`src/hdl/tx_rs_pkg.sv`:
```
/*
  Shared constants, types and the GF(256) multiply for the transmit
  RS encoder and bit mapper. Assumes nothing beyond a SystemVerilog tool.
*/
package tx_rs_pkg;
  // ==========================================================================
  // Register map (indices; byte address is four times the index)
  localparam logic [7:0] IDX_MODULATION_SELECT = 8'h2C;
  localparam logic [7:0] IDX_BIT_ORDER_MAP_SELECT = 8'h2D;
  localparam logic [7:0] IDX_CODEC_POLY_CAPABILITY = 8'h36;
  localparam logic [7:0] IDX_PAYLOAD_LENGTH = 8'h37;
  localparam logic [7:0] IDX_CODEC_BIT_ORDER = 8'h39;
  localparam logic [7:0] IDX_ENCODER_STATUS = 8'h3A;
  localparam int APB_ADDR_WIDTH = 12;

  // ==========================================================================
  // Reset values
  localparam logic [7:0] RST_MODULATION_SELECT = 8'h00;
  localparam logic [7:0] RST_BIT_ORDER_MAP_SELECT = 8'h00;
  localparam logic [7:0] RST_CODEC_POLY_CAPABILITY = 8'h41;
  localparam logic [7:0] RST_PAYLOAD_LENGTH = 8'h10;
  localparam logic [7:0] RST_CODEC_BIT_ORDER = 8'h00;

  // ==========================================================================
  // Field positions
  localparam int POS_MOD_HI = 3;
  localparam int POS_MOD_LO = 2;
  localparam int POS_MAP_HI = 6;
  localparam int POS_MAP_LO = 4;
  localparam int POS_FIELD_POLYNOMIAL_SEL = 7;
  localparam int POS_ENCODER_ENABLE = 6;
  localparam int POS_SCRAMBLE_FIRST = 5;
  localparam int POS_T_HI = 3;
  localparam int POS_INPUT_LSB_FIRST = 4;
  localparam int POS_PARITY_LSB_FIRST = 5;
  localparam int POS_STAT_PARITY = 0;
  localparam int POS_STAT_GEN_BUSY = 1;

  // ==========================================================================
  // Code parameters
  localparam logic [3:0] T_MIN = 4'h1;
  localparam logic [3:0] T_MAX = 4'hA;
  localparam int NPAR = 20;
  localparam logic [7:0] ROOT_OFFSET_ALT = 8'h78;
  localparam logic [7:0] GF_ALPHA = 8'h02;
  localparam logic [7:0] GF_REDUCE_0 = 8'h1D;
  localparam logic [7:0] GF_REDUCE_1 = 8'h87;

  typedef enum logic [1:0]
  {
    GEN_IDLE = 2'b00,
    GEN_SKIP = 2'b01,
    GEN_BUILD = 2'b10
  } gen_state_type;

  typedef logic [NPAR-1:0][7:0] parity_array_type;

  // Multiply in GF(256); sel picks the field polynomial.
  function automatic logic [7:0] gf_mul(input logic [7:0] a, input logic [7:0] b, input logic sel);
    logic [7:0] acc;
    logic [7:0] x;
    acc = 8'h00;
    x = a;
    for (int i = 0; i < 8; i++)
    begin
      if (b[i])
        acc = acc ^ x;
      x = x[7] ? ({x[6:0], 1'b0} ^ (sel ? GF_REDUCE_1 : GF_REDUCE_0)) : {x[6:0], 1'b0};
    end
    return acc;
  endfunction
endpackage

```
`src/hdl/gen_poly_if.sv`:
```
/*
  Link between the encoder and its generator polynomial builder.
  Assumes both ends run on the same clock.
*/
`timescale 1ns/10ps
interface gen_poly_if;
  import tx_rs_pkg::*;
  logic poly_sel;
  logic [3:0] t;
  logic start;
  logic busy;
  parity_array_type coeff;
  modport builder (input poly_sel, input t, input start, output busy, output coeff);
  modport user (output poly_sel, output t, output start, input busy, input coeff);
endinterface

```
`src/hdl/gen_poly_builder.sv`:
```
/*
  Builds the monic RS generator polynomial, one root per clock.
  Assumes t is already clamped to 1..10 and stays put while busy.
*/
`timescale 1ns/10ps
module gen_poly_builder
  import tx_rs_pkg::*;
(
  input wire logic clk, // System clock.
  input wire logic rstn, // Asynchronous reset, active low.
  gen_poly_if.builder gp // Configuration in, coefficients out.
);
  typedef struct packed
  {
    gen_state_type st;
    logic [7:0] root;
    logic [7:0] cnt;
    logic [NPAR:0][7:0] g;
  } builder_state_type;

  builder_state_type s;
  builder_state_type next_s;
  logic [4:0] twot;

  assign twot = {gp.t, 1'b0};
  assign gp.busy = (s.st != GEN_IDLE);
  assign gp.coeff = s.g[NPAR-1:0];

  // ==========================================================================
  // Root stepping and polynomial growth
  always_comb
  begin
    next_s = s;
    unique case (s.st)
      GEN_IDLE:
      begin
        if (gp.start)
        begin
          next_s.g = '0;
          next_s.g[0] = 8'h01;
          next_s.root = 8'h01;
          next_s.cnt = 8'h00;
          next_s.st = gp.poly_sel ? GEN_SKIP : GEN_BUILD;
        end
      end
      GEN_SKIP:
      begin
        // Roots start at alpha^120 for the alternate field.
        next_s.root = gf_mul(s.root, GF_ALPHA, gp.poly_sel);
        next_s.cnt = s.cnt + 8'h01;
        if (s.cnt == ROOT_OFFSET_ALT - 8'h01)
        begin
          next_s.cnt = 8'h00;
          next_s.st = GEN_BUILD;
        end
      end
      GEN_BUILD:
      begin
        for (int j = 0; j <= NPAR; j++)
          next_s.g[j] = (j > 0 ? s.g[j-1] : 8'h00) ^ gf_mul(s.g[j], s.root, gp.poly_sel);
        next_s.root = gf_mul(s.root, GF_ALPHA, gp.poly_sel);
        next_s.cnt = s.cnt + 8'h01;
        if (s.cnt == {3'b000, twot} - 8'h01)
          next_s.st = GEN_IDLE;
      end
      default:
        next_s.st = GEN_IDLE;
    endcase
  end

  always_ff @(posedge clk or negedge rstn)
  begin
    if (!rstn)
      s <= '0;
    else
      s <= next_s;
  end
endmodule

```
`src/hdl/tx_rs_encoder_bit_mapper.sv`:
```
/*
  Transmit Reed-Solomon encoder followed by the serial-to-symbol bit mapper,
  with an APB3 register slave. Assumes the serial source runs on its own
  input clock, which is resynchronised here, well below CLK_SYS.
*/
// What this block does
// - RS encode over GF(256); correctable count T valid from 1 to 10.
// - Payload length K is 8 bits, 1 to 255-2T; block is K+2T.
// - With qualifier high and encoder on, input bits pass through and feed checksum.
// - After each K payload bytes, insert the 2T-byte checksum.
// - Input data is ignored while the checksum is being inserted.
// - Parity flag is high exactly during the 2T checksum bytes.
// - Polynomial select bit picks one of the two field polynomials.
// - T comes from the low nibble of the codec register.
// - Alternate field: generator roots alpha^120 up to alpha^(119+2T).
// - Default field: generator roots alpha^0 up to alpha^(2T-1).
// - Input order bit: first serial bit becomes byte MSB or LSB.
// - Parity order bit: checksum bytes sent MSB first or LSB first.
// - Mapper always outputs four symbol bits I1 I0 Q1 Q0.
// - BPSK copies each bit to all four symbol bits, order ignored.
// - QPSK pairs bits; order bit 0 picks I first or Q first.
// - 16QAM order 000..011 map nibbles in the four bytewise orders.
// - 16QAM order 100..111 map nibbles in the four interleaved orders.
// - The earliest arriving bit takes I1 in BPSK, in QPSK with order bit 0 clear, and in 16QAM with order bits 1:0 clear.
// - Data advances only when the qualifier is high at a bit clock fall.
// - Encoder enable bit low bypasses encoding; scramble order bit is stored.
`timescale 1ns/10ps
module tx_rs_encoder_bit_mapper
  import tx_rs_pkg::*;
(
  input wire logic CLK_SYS, // System clock, 20 MHz.
  input wire logic RSTN, // Asynchronous reset, active low.
  input wire logic PSEL, // APB select.
  input wire logic PENABLE, // APB access phase.
  input wire logic PWRITE, // APB direction, high for write.
  input wire logic [APB_ADDR_WIDTH-1:0] PADDR, // APB byte address.
  input wire logic [31:0] PWDATA, // APB write data.
  output logic [31:0] PRDATA, // APB read data.
  output logic PREADY, // APB ready.
  output logic PSLVERR, // APB error on unmapped address.
  input wire logic SERIAL_INPUT_CLOCK, // Source bit clock.
  input wire logic SERIAL_DATA_QUALIFIER, // Source data enable.
  input wire logic SERIAL_INPUT_STREAM, // Source serial data.
  output logic BIT_RATE_STROBE, // Bit clock returned to the source.
  output logic PARITY_INSERT_FLAG, // High while checksum bytes are sent.
  output logic CODED_BIT, // Encoded serial output bit.
  output logic CODED_STROBE, // One-cycle pulse marking CODED_BIT.
  output logic SYM_I1, // Symbol bit I1.
  output logic SYM_I0, // Symbol bit I0.
  output logic SYM_Q1, // Symbol bit Q1.
  output logic SYM_Q0, // Symbol bit Q0.
  output logic SYM_STROBE // One-cycle pulse marking a new symbol.
);
  typedef struct packed
  {
    logic [7:0] modulation_select;
    logic [7:0] bit_order_map_select;
    logic [7:0] codec_poly_capability;
    logic [7:0] payload_length;
    logic [7:0] codec_bit_order;
    logic [31:0] rdata;
    logic gen_pending;
    logic gen_start;
    logic [2:0] clk_sync;
    logic [1:0] qual_sync;
    logic [1:0] data_sync;
    logic in_parity;
    logic flag;
    logic [2:0] bit_cnt;
    logic [7:0] byte_cnt;
    logic [4:0] par_cnt;
    logic [7:0] shift_byte;
    parity_array_type par;
    logic coded_bit;
    logic coded_strobe;
    logic [3:0] sym_bits;
    logic [1:0] sym_cnt;
    logic [3:0] sym_out;
    logic sym_strobe;
  } top_state_type;

  top_state_type s;
  top_state_type next_s;
  logic [3:0] t_eff;
  logic [4:0] twot;
  logic poly_sel;
  logic advance;
  logic bit_in;
  logic apb_setup;
  logic apb_write;
  logic mapped;
  logic [7:0] widx;

  gen_poly_if gp ();

  gen_poly_builder u_builder
  (
    .clk(CLK_SYS),
    .rstn(RSTN),
    .gp(gp.builder)
  );

  // ==========================================================================
  // Configuration decode
  always_comb
  begin
    t_eff = s.codec_poly_capability[POS_T_HI:0];
    // Out-of-range T is clamped so the parity array can never overrun.
    if (t_eff < T_MIN)
      t_eff = T_MIN;
    else if (t_eff > T_MAX)
      t_eff = T_MAX;
  end

  assign twot = {t_eff, 1'b0};
  assign poly_sel = s.codec_poly_capability[POS_FIELD_POLYNOMIAL_SEL];
  assign gp.poly_sel = poly_sel;
  assign gp.t = t_eff;
  assign gp.start = s.gen_start;

  // ==========================================================================
  // APB decode
  assign widx = PADDR[9:2];
  assign apb_setup = PSEL && !PENABLE;
  assign apb_write = PSEL && PENABLE && PWRITE && mapped;
  assign mapped = (PADDR[1:0] == 2'b00) && (PADDR[APB_ADDR_WIDTH-1:10] == '0) &&
                  (widx == IDX_MODULATION_SELECT || widx == IDX_BIT_ORDER_MAP_SELECT ||
                   widx == IDX_CODEC_POLY_CAPABILITY || widx == IDX_PAYLOAD_LENGTH ||
                   widx == IDX_CODEC_BIT_ORDER || widx == IDX_ENCODER_STATUS);
  assign PREADY = 1'b1;
  assign PSLVERR = PSEL && PENABLE && !mapped;
  assign PRDATA = s.rdata;

  // ==========================================================================
  // Link sampling: the bit clock fall is seen after two synchroniser flops.
  assign advance = s.clk_sync[2] && !s.clk_sync[1] && s.qual_sync[1];
  assign bit_in = s.data_sync[1];

  // ==========================================================================
  // Next state
  always_comb
  begin
    logic [7:0] full_byte;
    logic [7:0] fb;
    logic [7:0] top;
    logic [3:0] b;
    logic xa;
    logic xb;
    logic ya;
    logic yb;
    logic x1;
    logic x0;
    logic [2:0] ord;
    logic [1:0] need;
    full_byte = 8'h00;
    fb = 8'h00;
    top = 8'h00;
    b = 4'h0;
    xa = 1'b0;
    xb = 1'b0;
    ya = 1'b0;
    yb = 1'b0;
    x1 = 1'b0;
    x0 = 1'b0;
    ord = s.bit_order_map_select[POS_MAP_HI:POS_MAP_LO];
    need = 2'd0;
    next_s = s;
    next_s.gen_start = 1'b0;
    next_s.coded_strobe = 1'b0;
    next_s.sym_strobe = 1'b0;

    // Read data is caught in the setup phase so PRDATA is a flop.
    if (apb_setup)
    begin
      next_s.rdata = 32'h0000_0000;
      unique case (widx)
        IDX_MODULATION_SELECT: next_s.rdata[7:0] = s.modulation_select;
        IDX_BIT_ORDER_MAP_SELECT: next_s.rdata[7:0] = s.bit_order_map_select;
        IDX_CODEC_POLY_CAPABILITY: next_s.rdata[7:0] = s.codec_poly_capability;
        IDX_PAYLOAD_LENGTH: next_s.rdata[7:0] = s.payload_length;
        IDX_CODEC_BIT_ORDER: next_s.rdata[7:0] = s.codec_bit_order;
        IDX_ENCODER_STATUS:
        begin
          next_s.rdata[POS_STAT_PARITY] = s.in_parity;
          next_s.rdata[POS_STAT_GEN_BUSY] = gp.busy || s.gen_pending;
        end
        default: next_s.rdata = 32'h0000_0000;
      endcase
    end
    if (apb_write)
    begin
      unique case (widx)
        IDX_MODULATION_SELECT: next_s.modulation_select = PWDATA[7:0];
        IDX_BIT_ORDER_MAP_SELECT: next_s.bit_order_map_select = PWDATA[7:0];
        IDX_CODEC_POLY_CAPABILITY: next_s.codec_poly_capability = PWDATA[7:0];
        IDX_PAYLOAD_LENGTH: next_s.payload_length = PWDATA[7:0];
        IDX_CODEC_BIT_ORDER: next_s.codec_bit_order = PWDATA[7:0];
        default: next_s.rdata = s.rdata;
      endcase
    end

    // A new field or T forces a rebuild; a write in the start cycle is kept.
    if (s.gen_pending && !gp.busy && !s.gen_start)
    begin
      next_s.gen_start = 1'b1;
      next_s.gen_pending = 1'b0;
    end
    if (apb_write && widx == IDX_CODEC_POLY_CAPABILITY)
      next_s.gen_pending = 1'b1;

    next_s.clk_sync = {s.clk_sync[1:0], SERIAL_INPUT_CLOCK};
    next_s.qual_sync = {s.qual_sync[0], SERIAL_DATA_QUALIFIER};
    next_s.data_sync = {s.data_sync[0], SERIAL_INPUT_STREAM};

    // Encoder.
    next_s.flag = s.flag & s.in_parity;
    if (advance)
    begin
      next_s.coded_strobe = 1'b1;
      if (!s.codec_poly_capability[POS_ENCODER_ENABLE])
        next_s.coded_bit = bit_in;
      else if (!s.in_parity)
      begin
        next_s.coded_bit = bit_in;
        full_byte = s.codec_bit_order[POS_INPUT_LSB_FIRST] ? {bit_in, s.shift_byte[7:1]} :
                                                             {s.shift_byte[6:0], bit_in};
        next_s.shift_byte = full_byte;
        next_s.bit_cnt = s.bit_cnt + 3'd1;
        if (s.bit_cnt == 3'd7)
        begin
          fb = full_byte ^ s.par[twot-5'd1];
          for (int j = 0; j < NPAR; j++)
            next_s.par[j] = (j < twot) ?
                            ((j > 0 ? s.par[j-1] : 8'h00) ^ gf_mul(fb, gp.coeff[j], poly_sel)) : 8'h00;
          next_s.byte_cnt = s.byte_cnt + 8'h01;
          if (s.byte_cnt + 8'h01 >= s.payload_length)
          begin
            next_s.byte_cnt = 8'h00;
            next_s.par_cnt = 5'd0;
            next_s.in_parity = 1'b1;
          end
        end
      end
      else
      begin
        // Input bits are dropped here; the source may keep running.
        top = s.par[twot-5'd1];
        next_s.flag = 1'b1;
        next_s.coded_bit = s.codec_bit_order[POS_PARITY_LSB_FIRST] ? top[s.bit_cnt] : top[3'd7 - s.bit_cnt];
        next_s.bit_cnt = s.bit_cnt + 3'd1;
        if (s.bit_cnt == 3'd7)
        begin
          for (int j = 0; j < NPAR; j++)
            next_s.par[j] = (j > 0 && j < twot) ? s.par[j-1] : 8'h00;
          next_s.par_cnt = s.par_cnt + 5'd1;
          if (s.par_cnt == twot - 5'd1)
            next_s.in_parity = 1'b0;
        end
      end
    end

    // Bit mapper: b[0] is always the earliest bit of the symbol.
    if (s.coded_strobe)
    begin
      b = s.sym_bits;
      b[s.sym_cnt] = s.coded_bit;
      next_s.sym_bits = b;
      next_s.sym_cnt = s.sym_cnt + 2'd1;
      if (s.modulation_select[POS_MOD_HI])
        need = 2'd0;
      else if (s.modulation_select[POS_MOD_LO])
        need = 2'd3;
      else
        need = 2'd1;
      if (s.sym_cnt >= need)
      begin
        next_s.sym_cnt = 2'd0;
        next_s.sym_strobe = 1'b1;
        if (need == 2'd0)
          next_s.sym_out = {4{b[0]}};
        else if (need == 2'd1)
          next_s.sym_out = ord[0] ? {b[1], b[1], b[0], b[0]} : {b[0], b[0], b[1], b[1]};
        else
        begin
          xa = b[0];
          xb = ord[2] ? b[2] : b[1];
          ya = ord[2] ? b[1] : b[2];
          yb = b[3];
          x1 = ord[1] ? xb : xa;
          x0 = ord[1] ? xa : xb;
          // sym_out holds I1 I0 Q1 Q0; order bit 0 swaps the I and Q rails.
          next_s.sym_out = ord[0] ? {(ord[1] ? yb : ya), (ord[1] ? ya : yb), x1, x0} :
                                    {x1, x0, (ord[1] ? yb : ya), (ord[1] ? ya : yb)};
        end
      end
    end
  end

  // ==========================================================================
  // State register
  always_ff @(posedge CLK_SYS or negedge RSTN)
  begin
    if (!RSTN)
    begin
      s <= '0;
      s.modulation_select <= RST_MODULATION_SELECT;
      s.bit_order_map_select <= RST_BIT_ORDER_MAP_SELECT;
      s.codec_poly_capability <= RST_CODEC_POLY_CAPABILITY;
      s.payload_length <= RST_PAYLOAD_LENGTH;
      s.codec_bit_order <= RST_CODEC_BIT_ORDER;
      s.gen_pending <= 1'b1;
    end
    else
      s <= next_s;
  end

  assign BIT_RATE_STROBE = s.clk_sync[2];
  assign PARITY_INSERT_FLAG = s.flag;
  assign CODED_BIT = s.coded_bit;
  assign CODED_STROBE = s.coded_strobe;
  assign SYM_I1 = s.sym_out[3];
  assign SYM_I0 = s.sym_out[2];
  assign SYM_Q1 = s.sym_out[1];
  assign SYM_Q0 = s.sym_out[0];
  assign SYM_STROBE = s.sym_strobe;
endmodule

```
`config.mk`:
```
export PLATFORM = sky130hd
export DESIGN_NAME = tx_rs_encoder_bit_mapper
export DESIGN_NICKNAME = d
export VERILOG_FILES = /design/src/hdl/tx_rs_pkg.sv /design/src/hdl/gen_poly_if.sv /design/src/hdl/gen_poly_builder.sv /design/src/hdl/tx_rs_encoder_bit_mapper.sv
export SDC_FILE = /design/constraint.sdc
export NUM_CORES = 2
export LEC_CHECK = 0
export BUFFER_PORTS_ARGS = -buffer_cell sky130_fd_sc_hd__buf_2
export CAP_MARGIN = 5
export CORE_MARGIN = 4
export CORE_UTILIZATION = 40
export CTS_BUF_LIST = sky130_fd_sc_hd__clkbuf_16
export CTS_CLUSTER_DIAMETER = 60
export CTS_CLUSTER_SIZE = 10
export DETAILED_ROUTE_END_ITERATION = 10
export PLACE_DENSITY = 0.57
export RECOVER_POWER = 25
export SETUP_SLACK_MARGIN = 0.5
export SLEW_MARGIN = 20
export SYNTH_ARGS = -nofsm -noshare
export SYNTH_HDL_FRONTEND = slang
export SYNTH_SLANG_ARGS = --single-unit
```
`constraint.sdc`:
```
create_clock -name CLK_SYS -period 5.2 [get_ports CLK_SYS]
set_input_delay 1.04 -clock CLK_SYS [delete_from_list [all_inputs] [get_ports CLK_SYS]]
set_output_delay 1.04 -clock CLK_SYS [all_outputs]
set_load 0.02 [all_outputs]
```
# [Yosys cells after proc, flatten, opt, wreduce, memory -nomap -nowiden]
# Index checks and enable logic that the tools add are counted.
[op_classes] add_sub_neg=8 n_lt_le_gt_ge=29 eq_ne=17 n_mux=1387 bitwise=484 reduce_logical=48
[ops] op="8-bit 2-to-1 mux" count=1331
[ops] op="8-bit XOR" count=482
[ops] op="168-bit case mux with 2 select lines" count=1
[ops] op="160-bit 2-to-1 mux" count=2
[ops] op="187-bit 2-to-1 mux" count=1
[ops] op="186-bit 2-to-1 mux" count=1
[ops] op="185-bit 2-to-1 mux" count=1
[ops] op="161-bit 2-to-1 mux" count=1
[ops] op="32-bit 2-to-1 mux" count=3
[ops] op="8-bit by 6-bit == test with 1-bit output (second input constant)" count=6
[ops] op="16-bit case mux with 3 select lines" count=1
[ops] op="8-bit binary-select mux with 5-bit select" count=1
[ops] op="4-bit by 5-bit less-than comparator with 1-bit output (first input constant)" count=8
[ops] op="6-bit case mux with 5 select lines" count=1
[ops] op="13-bit 2-to-1 mux" count=2
[ops] op="4-bit 2-to-1 mux" count=6
[ops] op="3-bit by 5-bit less-than comparator with 1-bit output (first input constant)" count=4
[ops] op="5-bit less-than comparator (first input constant)" count=4
[ops] op="1-bit 2-to-1 mux" count=19
[ops] op="2-bit AND reduction" count=9
[ops] op="8-bit by 1-bit adder with 8-bit output (second input constant)" count=2
[ops] op="2-bit 2-to-1 mux" count=7
[ops] op="1-bit logical AND" count=13
[ops] op="2-bit case mux with 6 select lines" count=1
[ops] op="40 further kinds" count=66
[word_totals] register_bits=466 in_bits=52 output_inout_bits=43 word_cells=2040

# [Logic depth before layout (Yosys ltp)]
[depth] depth_word=60 mapped_depth=27 mapped_depth_nobuf=18

# [Modules after synthesis]
# Synthesis repeated with hierarchy kept, for this count alone.
[unflattened] hier_cells=10182 hier_area_um2=74194.9
[modules_own_cells] module="gen_poly_builder" instances=1 cells_per_inst=5926 area_each_um2=42254.3 seq_area_each_um2=4454.3
[modules_own_cells] module="tx_rs_encoder_bit_mapper" instances=1 cells_per_inst=4256 area_each_um2=31940.6 seq_area_each_um2=6411.1

# [Worst setup path after synthesis]
# Ideal clock, no wire load.
[synth_path] path_type="reg2reg" from="register s[259] (netlist bit)" to="register s[135] (netlist bit)" setup_ns=0.139 t_arrival_ns=5.637 required_time_ns=5.061 setup_slack_ns=-0.576 stages_incl_launch_ff=26 n_path_buf=10 synth_period_minus_slack_ns=5.776 cell_sequence="dfrtp_1 -> buf_4 -> buf_2 -> buf_4 -> buf_2 -> clkbuf_1 -> clkbuf_1 -> a21oi_1 -> ha_1 -> buf_2 -> inv_1 -> clkbuf_1 -> mux4_2 -> a22o_4 -> o211a_1 -> buf_6 -> xnor3_2 -> xnor3_1 -> xor3_1 -> buf_4 -> nand2_1 -> xnor2_1 -> xnor3_1 -> xnor2_1 -> mux2i_1 -> o221ai_1"
[synth_via] elab_chain_cells=58 word_cells_on_any_way=76 classes_between="1 x add/sub; 3 x order compare; 56 x mux; 16 x bitwise"
[synth_rtl] item="start: declaration" line_no="tx_rs_encoder_bit_mapper.sv:82" rtl="top_state_type s;"
[synth_rtl] item="start signal: assignment" line_no="tx_rs_encoder_bit_mapper.sv:314" rtl="s <= next_s;"
[synth_rtl] item="4-bit > comparator" line_no="tx_rs_encoder_bit_mapper.sv:111" rtl="else if (t_eff > T_MAX)"
[synth_rtl] item="4-bit 2-to-1 mux" line_no="tx_rs_encoder_bit_mapper.sv:111"
[synth_rtl] item="4-bit 2-to-1 mux *" line_no="tx_rs_encoder_bit_mapper.sv:109" rtl="if (t_eff < T_MIN)"
[synth_rtl] item="5-bit by 1-bit subtractor with 5-bit output" line_no="tx_rs_encoder_bit_mapper.sv:231" rtl="fb = full_byte ^ s.par[twot-5'd1];"
[synth_rtl] item="8-bit binary-select mux with 5-bit select" line_no="tx_rs_encoder_bit_mapper.sv:231"
[synth_rtl] item="8-bit 2-to-1 mux (implied by the code)" line_no="tx_rs_encoder_bit_mapper.sv:231"
[synth_rtl] item="8-bit XOR" line_no="tx_rs_encoder_bit_mapper.sv:231"
[synth_rtl] item="8-bit 2-to-1 mux" line_no="tx_rs_pkg.sv:66" rtl="if (b[i])"
[synth_rtl] item="[42 not listed]"
[synth_rtl] item="8-bit 2-to-1 mux" line_no="tx_rs_encoder_bit_mapper.sv:229" rtl="if (s.bit_cnt == 3'd7)"
[synth_rtl] item="8-bit 2-to-1 mux" line_no="tx_rs_encoder_bit_mapper.sv:222" rtl="else if (!s.in_parity)"
[synth_rtl] item="8-bit 2-to-1 mux" line_no="tx_rs_encoder_bit_mapper.sv:220" rtl="if (!s.codec_poly_capability[POS_ENCODER_ENABLE])"
[synth_rtl] item="8-bit 2-to-1 mux" line_no="tx_rs_encoder_bit_mapper.sv:217" rtl="if (advance)"
[synth_rtl] item="8-bit XOR" line_no="tx_rs_encoder_bit_mapper.sv:234" rtl="((j > 0 ? s.par[j-1] : 8'h00) ^ gf_mul(fb, gp.coeff[j], poly_sel)) : 8'h00;"
[synth_rtl] item="8-bit 2-to-1 mux" line_no="tx_rs_encoder_bit_mapper.sv:233" rtl="next_s.par[j] = (j < twot) ?"
[synth_rtl] item="160-bit 2-to-1 mux" line_no="tx_rs_encoder_bit_mapper.sv:229"
[synth_rtl] item="161-bit 2-to-1 mux *" line_no="tx_rs_encoder_bit_mapper.sv:222"
# Mark *: on every way between the ends. The rest lies on a longest branch, timed or not. The select of a mux whose other input is x is not followed.
# A chain may end at the register's enable or synchronous reset.

# [Worst setup path in the final report]
[layout_path] from="register s[256] (netlist bit)" to="register s[128] (netlist bit)"
# Same word-level chain as after synthesis.

==> impl_metrics.tcl <==
set metrics [dict create \
    drtAntennaViolNets 0 \
    drv_slew 237 \
    yosysWarnings 0 \
    initial_core_util_pct 40.3 \
    n_fill_cell 17400 \
    cts_buffer_depth 3 \
    power_density_mw_per_mm2 256 \
    required_ns 5.83 \
    wl_um 293000 \
    fin_area_mm2 0.0832 \
    dr.pass1.iters 6 \
    drt-initial-drc-count 7232 \
    postSynthAreaPerCell_um2 7.08 \
    wl_per_cell_um 23.6 \
    end_kind "flop" \
    grt_pass1_vias 67300 \
    grt_pass1_wl_um 431000 \
    routabilityCongestion 0.967 \
    clock-sinks 434 \
    via_per_inst 5.76 \
    ctsHoldBuffers 0 \
    tritoncts "built" \
    cts_buffers 90 \
    synth_seq_area_share_pct 15.3 \
    rr_endpoint "s[128]" \
    clkTransAtPathRegs_ns 0.06 \
    synth_ff_type "dfrtp_1" \
    cap_viol_max_count 4 \
    fin_crit_sh_pct 98.4 \
    die_h_um 430 \
    hold_ws_ns 0.341 \
    relSlewSlack_pct -77.9 \
    power.total_uw 21300 \
    hpwl_um 187000 \
    ir_drop_uv 401 \
    clock-skew-final_ns 0.0500 \
    dpl-instance-area_mm2 0.0763 \
    synthToLayoutAreaGrowth_pct 17.0 \
    fmax_mhz 195 \
    yosys.area_share.simple_pct 21.0 \
    critPathMaxFanout 7 \
    grtUsageTotal_pct 30.2 \
    dieArea_mm2 0.185 \
    finalHoldViolCount 0 \
    rsz0062_at_grt "true" \
    finalSetupViolCount 0 \
    worst_slew_pin_slew_ns 2.67 \
    cts_htree_levels 3 \
    io_buffers 45 \
    min_period_ns 5.12 \
    drive_above_1_share_pct 13.5 \
    vias 71500 \
    start_kind "flop" \
    synthXorXnorAreaFrac_pct 40.6 \
    ys_ff_latch 434 \
    dp_cells 12000 \
    synth_compound_area_share_pct 15.0 \
    fin_ws_ns 0.0849 \
    antenna_found_initial 10 \
    synthesis.area_mm2 0.0711 \
    num_io_pins 95 \
    fp.dieW_um 430 \
    rows 154 \
    final_cells 12400 \
    worstRegToRegCells 25 \
    crit_arrival_ns 5.75 \
    synthDistinctLibCells 102 \
    violations "capacitance limit, slew limit" \
    hold_path.class "primary input to async pin" \
    r2r-start "s[256]" \
    synth-adder-area-share_pct 0.440 \
    drc 0 \
    overflow 0 \
    reg2reg_slack_ns 0.08 \
    grt_max_degree 123 \
    leakage_uw 0.0304 \
    synth_top_family_by_area "XOR/XNOR gates" \
    final_nets 10000 \
    place_ws_ns -0.175 \
    status "finished, violations left" \
    synthArstFlopShare_pct 100 \
    synth_edf_count 0 \
    core_mm2 0.176 \
    crit_type "flop to flop" \
    synthMuxAreaShare_pct 1.52 \
    ctsRootBufferMaster "clkbuf_16" \
    syn-instance-count 10000 \
    clock_latency_ns 0.76 \
]
[state kept, by name, summed over array words and instances, names as in the netlist]
register	cells
s	232
u_builder.gp.coeff	160
u_builder.s	18
PRDATA	8
next_s	4
BIT_RATE_STROBE	1
CODED_BIT	1
CODED_STROBE	1
PARITY_INSERT_FLAG	1
SYM_I0	1
SYM_I1	1
SYM_Q0	1
SYM_Q1	1
SYM_STROBE	1
bit_in	1
gp.poly_sel	1
gp.start	1
[report_power, final]
| part | switching (uW) | internal [uW] | leakage (uW) |
|---|---|---|---|
| logic | 6490 | 4180 | 0.0230 |
| registers | 837 | 3620 | 0.00591 |
| clock network | 2380 | 3830 | 0.00155 |
[repair_timing]
action	4_1_cts	5_1_grt
pin swaps	110	143
gates resized for setup	177	238
cloned	7	4
endpoints found under the setup margin	160	166
buffers inserted	106	81
[critical path, stage by stage, from the launching register on]
cell and delay, ns:
dfstp_2 0.52, or3b_4 0.39, o21ai_4 0.09, inv_4 0.06, ha_4 0.29, buf_12 0.14
buf_6 0.12, and3b_1 0.18, o2111ai_2 0.11, nand2_1 0.10, or2_4 0.25, o211a_4 0.26
xnor3_2 0.39, nor2_4 0.20, xor2_4 0.20, buf_12 0.17, buf_4 0.12, xnor2_2 0.13
o211ai_1 0.18, buf_4 0.20, buf_4 0.12, buf_4 0.12, a21boi_2 0.13, xnor2_1 0.11
or3_1 0.32, o211ai_1 0.08
[worst max path at each step]
stage / depth (start not counted) / end / slack, ns / from
floorplan: 25 / s[127] / 0.24 / s[259]
global placement: 23 / s[83] / -0.12 / s[256]
detailed placement: 20 / s[160] / -0.17 / s[256]
CTS: 19 / s[135] / 0.18 / s[256]
global route: 25 / s[128] / -0.02 / s[256]
finish: 25 / s[128] / 0.08 / s[256]
[per-layer routing]
metal / vias to the layer above / part of all wire [%] / global-route usage [%]
met2: 3703 / 44 / 47.1
met1: 34600 / 40 / 39.5
met5: - / 0.076 / 0
met4: 14 / 5.5 / 15.1
met3: 776 / 10 / 6.31
li1: 32400 / - / -
[cell usage in the layout, fill, tap and decap left out, drive strengths merged, types with 27 or more instances in the layout]
master | Yosys | final
nand2b | 73 | 73
and3 | 42 | 42
a32oi | 175 | 175
nor2 | 304 | 304
nor3 | 36 | 36
nor2b | 100 | 100
buf | 353 | 798
mux2i | 45 | 45
dfrtp | 430 | 430
a21boi | 52 | 52
nand3 | 113 | 113
and2 | 31 | 31
inv | 54 | 81
mux2 | 41 | 41
o21ai | 812 | 812
o31ai | 43 | 43
xor2 | 614 | 614
a31oi | 28 | 28
a22oi | 44 | 44
clkinv | 4 | 29
nand4 | 27 | 27
a22o | 57 | 57
o211ai | 67 | 67
a21oi | 235 | 235
clkbuf | 648 | 105
xnor3 | 142 | 142
xnor2 | 2291 | 2291
nand2 | 2887 | 2887
[cell type report]
class | instances | area, um2 | share of cell area (%)
Tap cell | 2340 | 2930 | 3.52
Sequential cell | 434 | 10900 | 13.1
Timing Repair Buffer | 813 | 7930 | 9.53
Inverter | 58 | 241 | 0.290
Clock inverter | 74 | 793 | 0.954
Antenna cell | 12 | 30.0 | 0.0361
Clock buffer | 93 | 2330 | 2.80
Multi-Input combinational cell | 8574 | 58000 | 69.8
[kinds of logic after synthesis]
kind of cell	count (synthesis)
flops	434
compound gates	1701
mux	93
other cells	2
xor+xnor	3051
fa+ha+maj	25
buf+inv	1059
simple gates	3679
[cell usage after synthesis, drive strengths merged, types with 8 or more instances]
library cell | instances | area share (%)
nand4 | 27 | 0.24
inv | 54 | 0.29
o22ai | 8 | 0.070
a221oi | 12 | 0.15
a21oi | 235 | 1.7
nor3b | 8 | 0.084
clkbuf | 648 | 3.4
a22o | 57 | 0.71
a32oi | 175 | 2.2
and2 | 31 | 0.27
ha | 25 | 0.44
nand2b | 73 | 0.65
and3 | 42 | 0.37
nor3 | 36 | 0.26
o21bai | 17 | 0.18
a2111oi | 8 | 0.11
o21a | 14 | 0.15
o31ai | 43 | 0.48
nand3 | 113 | 0.80
o31a | 20 | 0.25
o2111ai | 10 | 0.12
nor4 | 13 | 0.11
a31oi | 28 | 0.25
nor2 | 304 | 1.6
dfrtp | 430 | 15
a211oi | 24 | 0.28
a32o | 9 | 0.13
xnor3 | 142 | 4.5
a21o | 18 | 0.19
mux2 | 41 | 0.65
o21ai | 812 | 5.7
o211ai | 67 | 0.72
nor2b | 100 | 0.88
nand2 | 2887 | 15
buf | 353 | 2.4
a22oi | 44 | 0.46
or2 | 12 | 0.11
mux2i | 45 | 0.65
xnor2 | 2291 | 28
a21boi | 52 | 0.55
xor2 | 614 | 7.6
and4 | 13 | 0.16
[metrics by stage]
stage / setup TNS [ns] / util (%)
floorplan: 0 / -
finish: 0 / 47.1
global route: -0.0260 / 47.1
global placement: -0.808 / 43.2
detailed placement: -3.77 / 43.2
CTS: 0 / 46.1
Note: power is estimated with default switching activity, not from simulation.
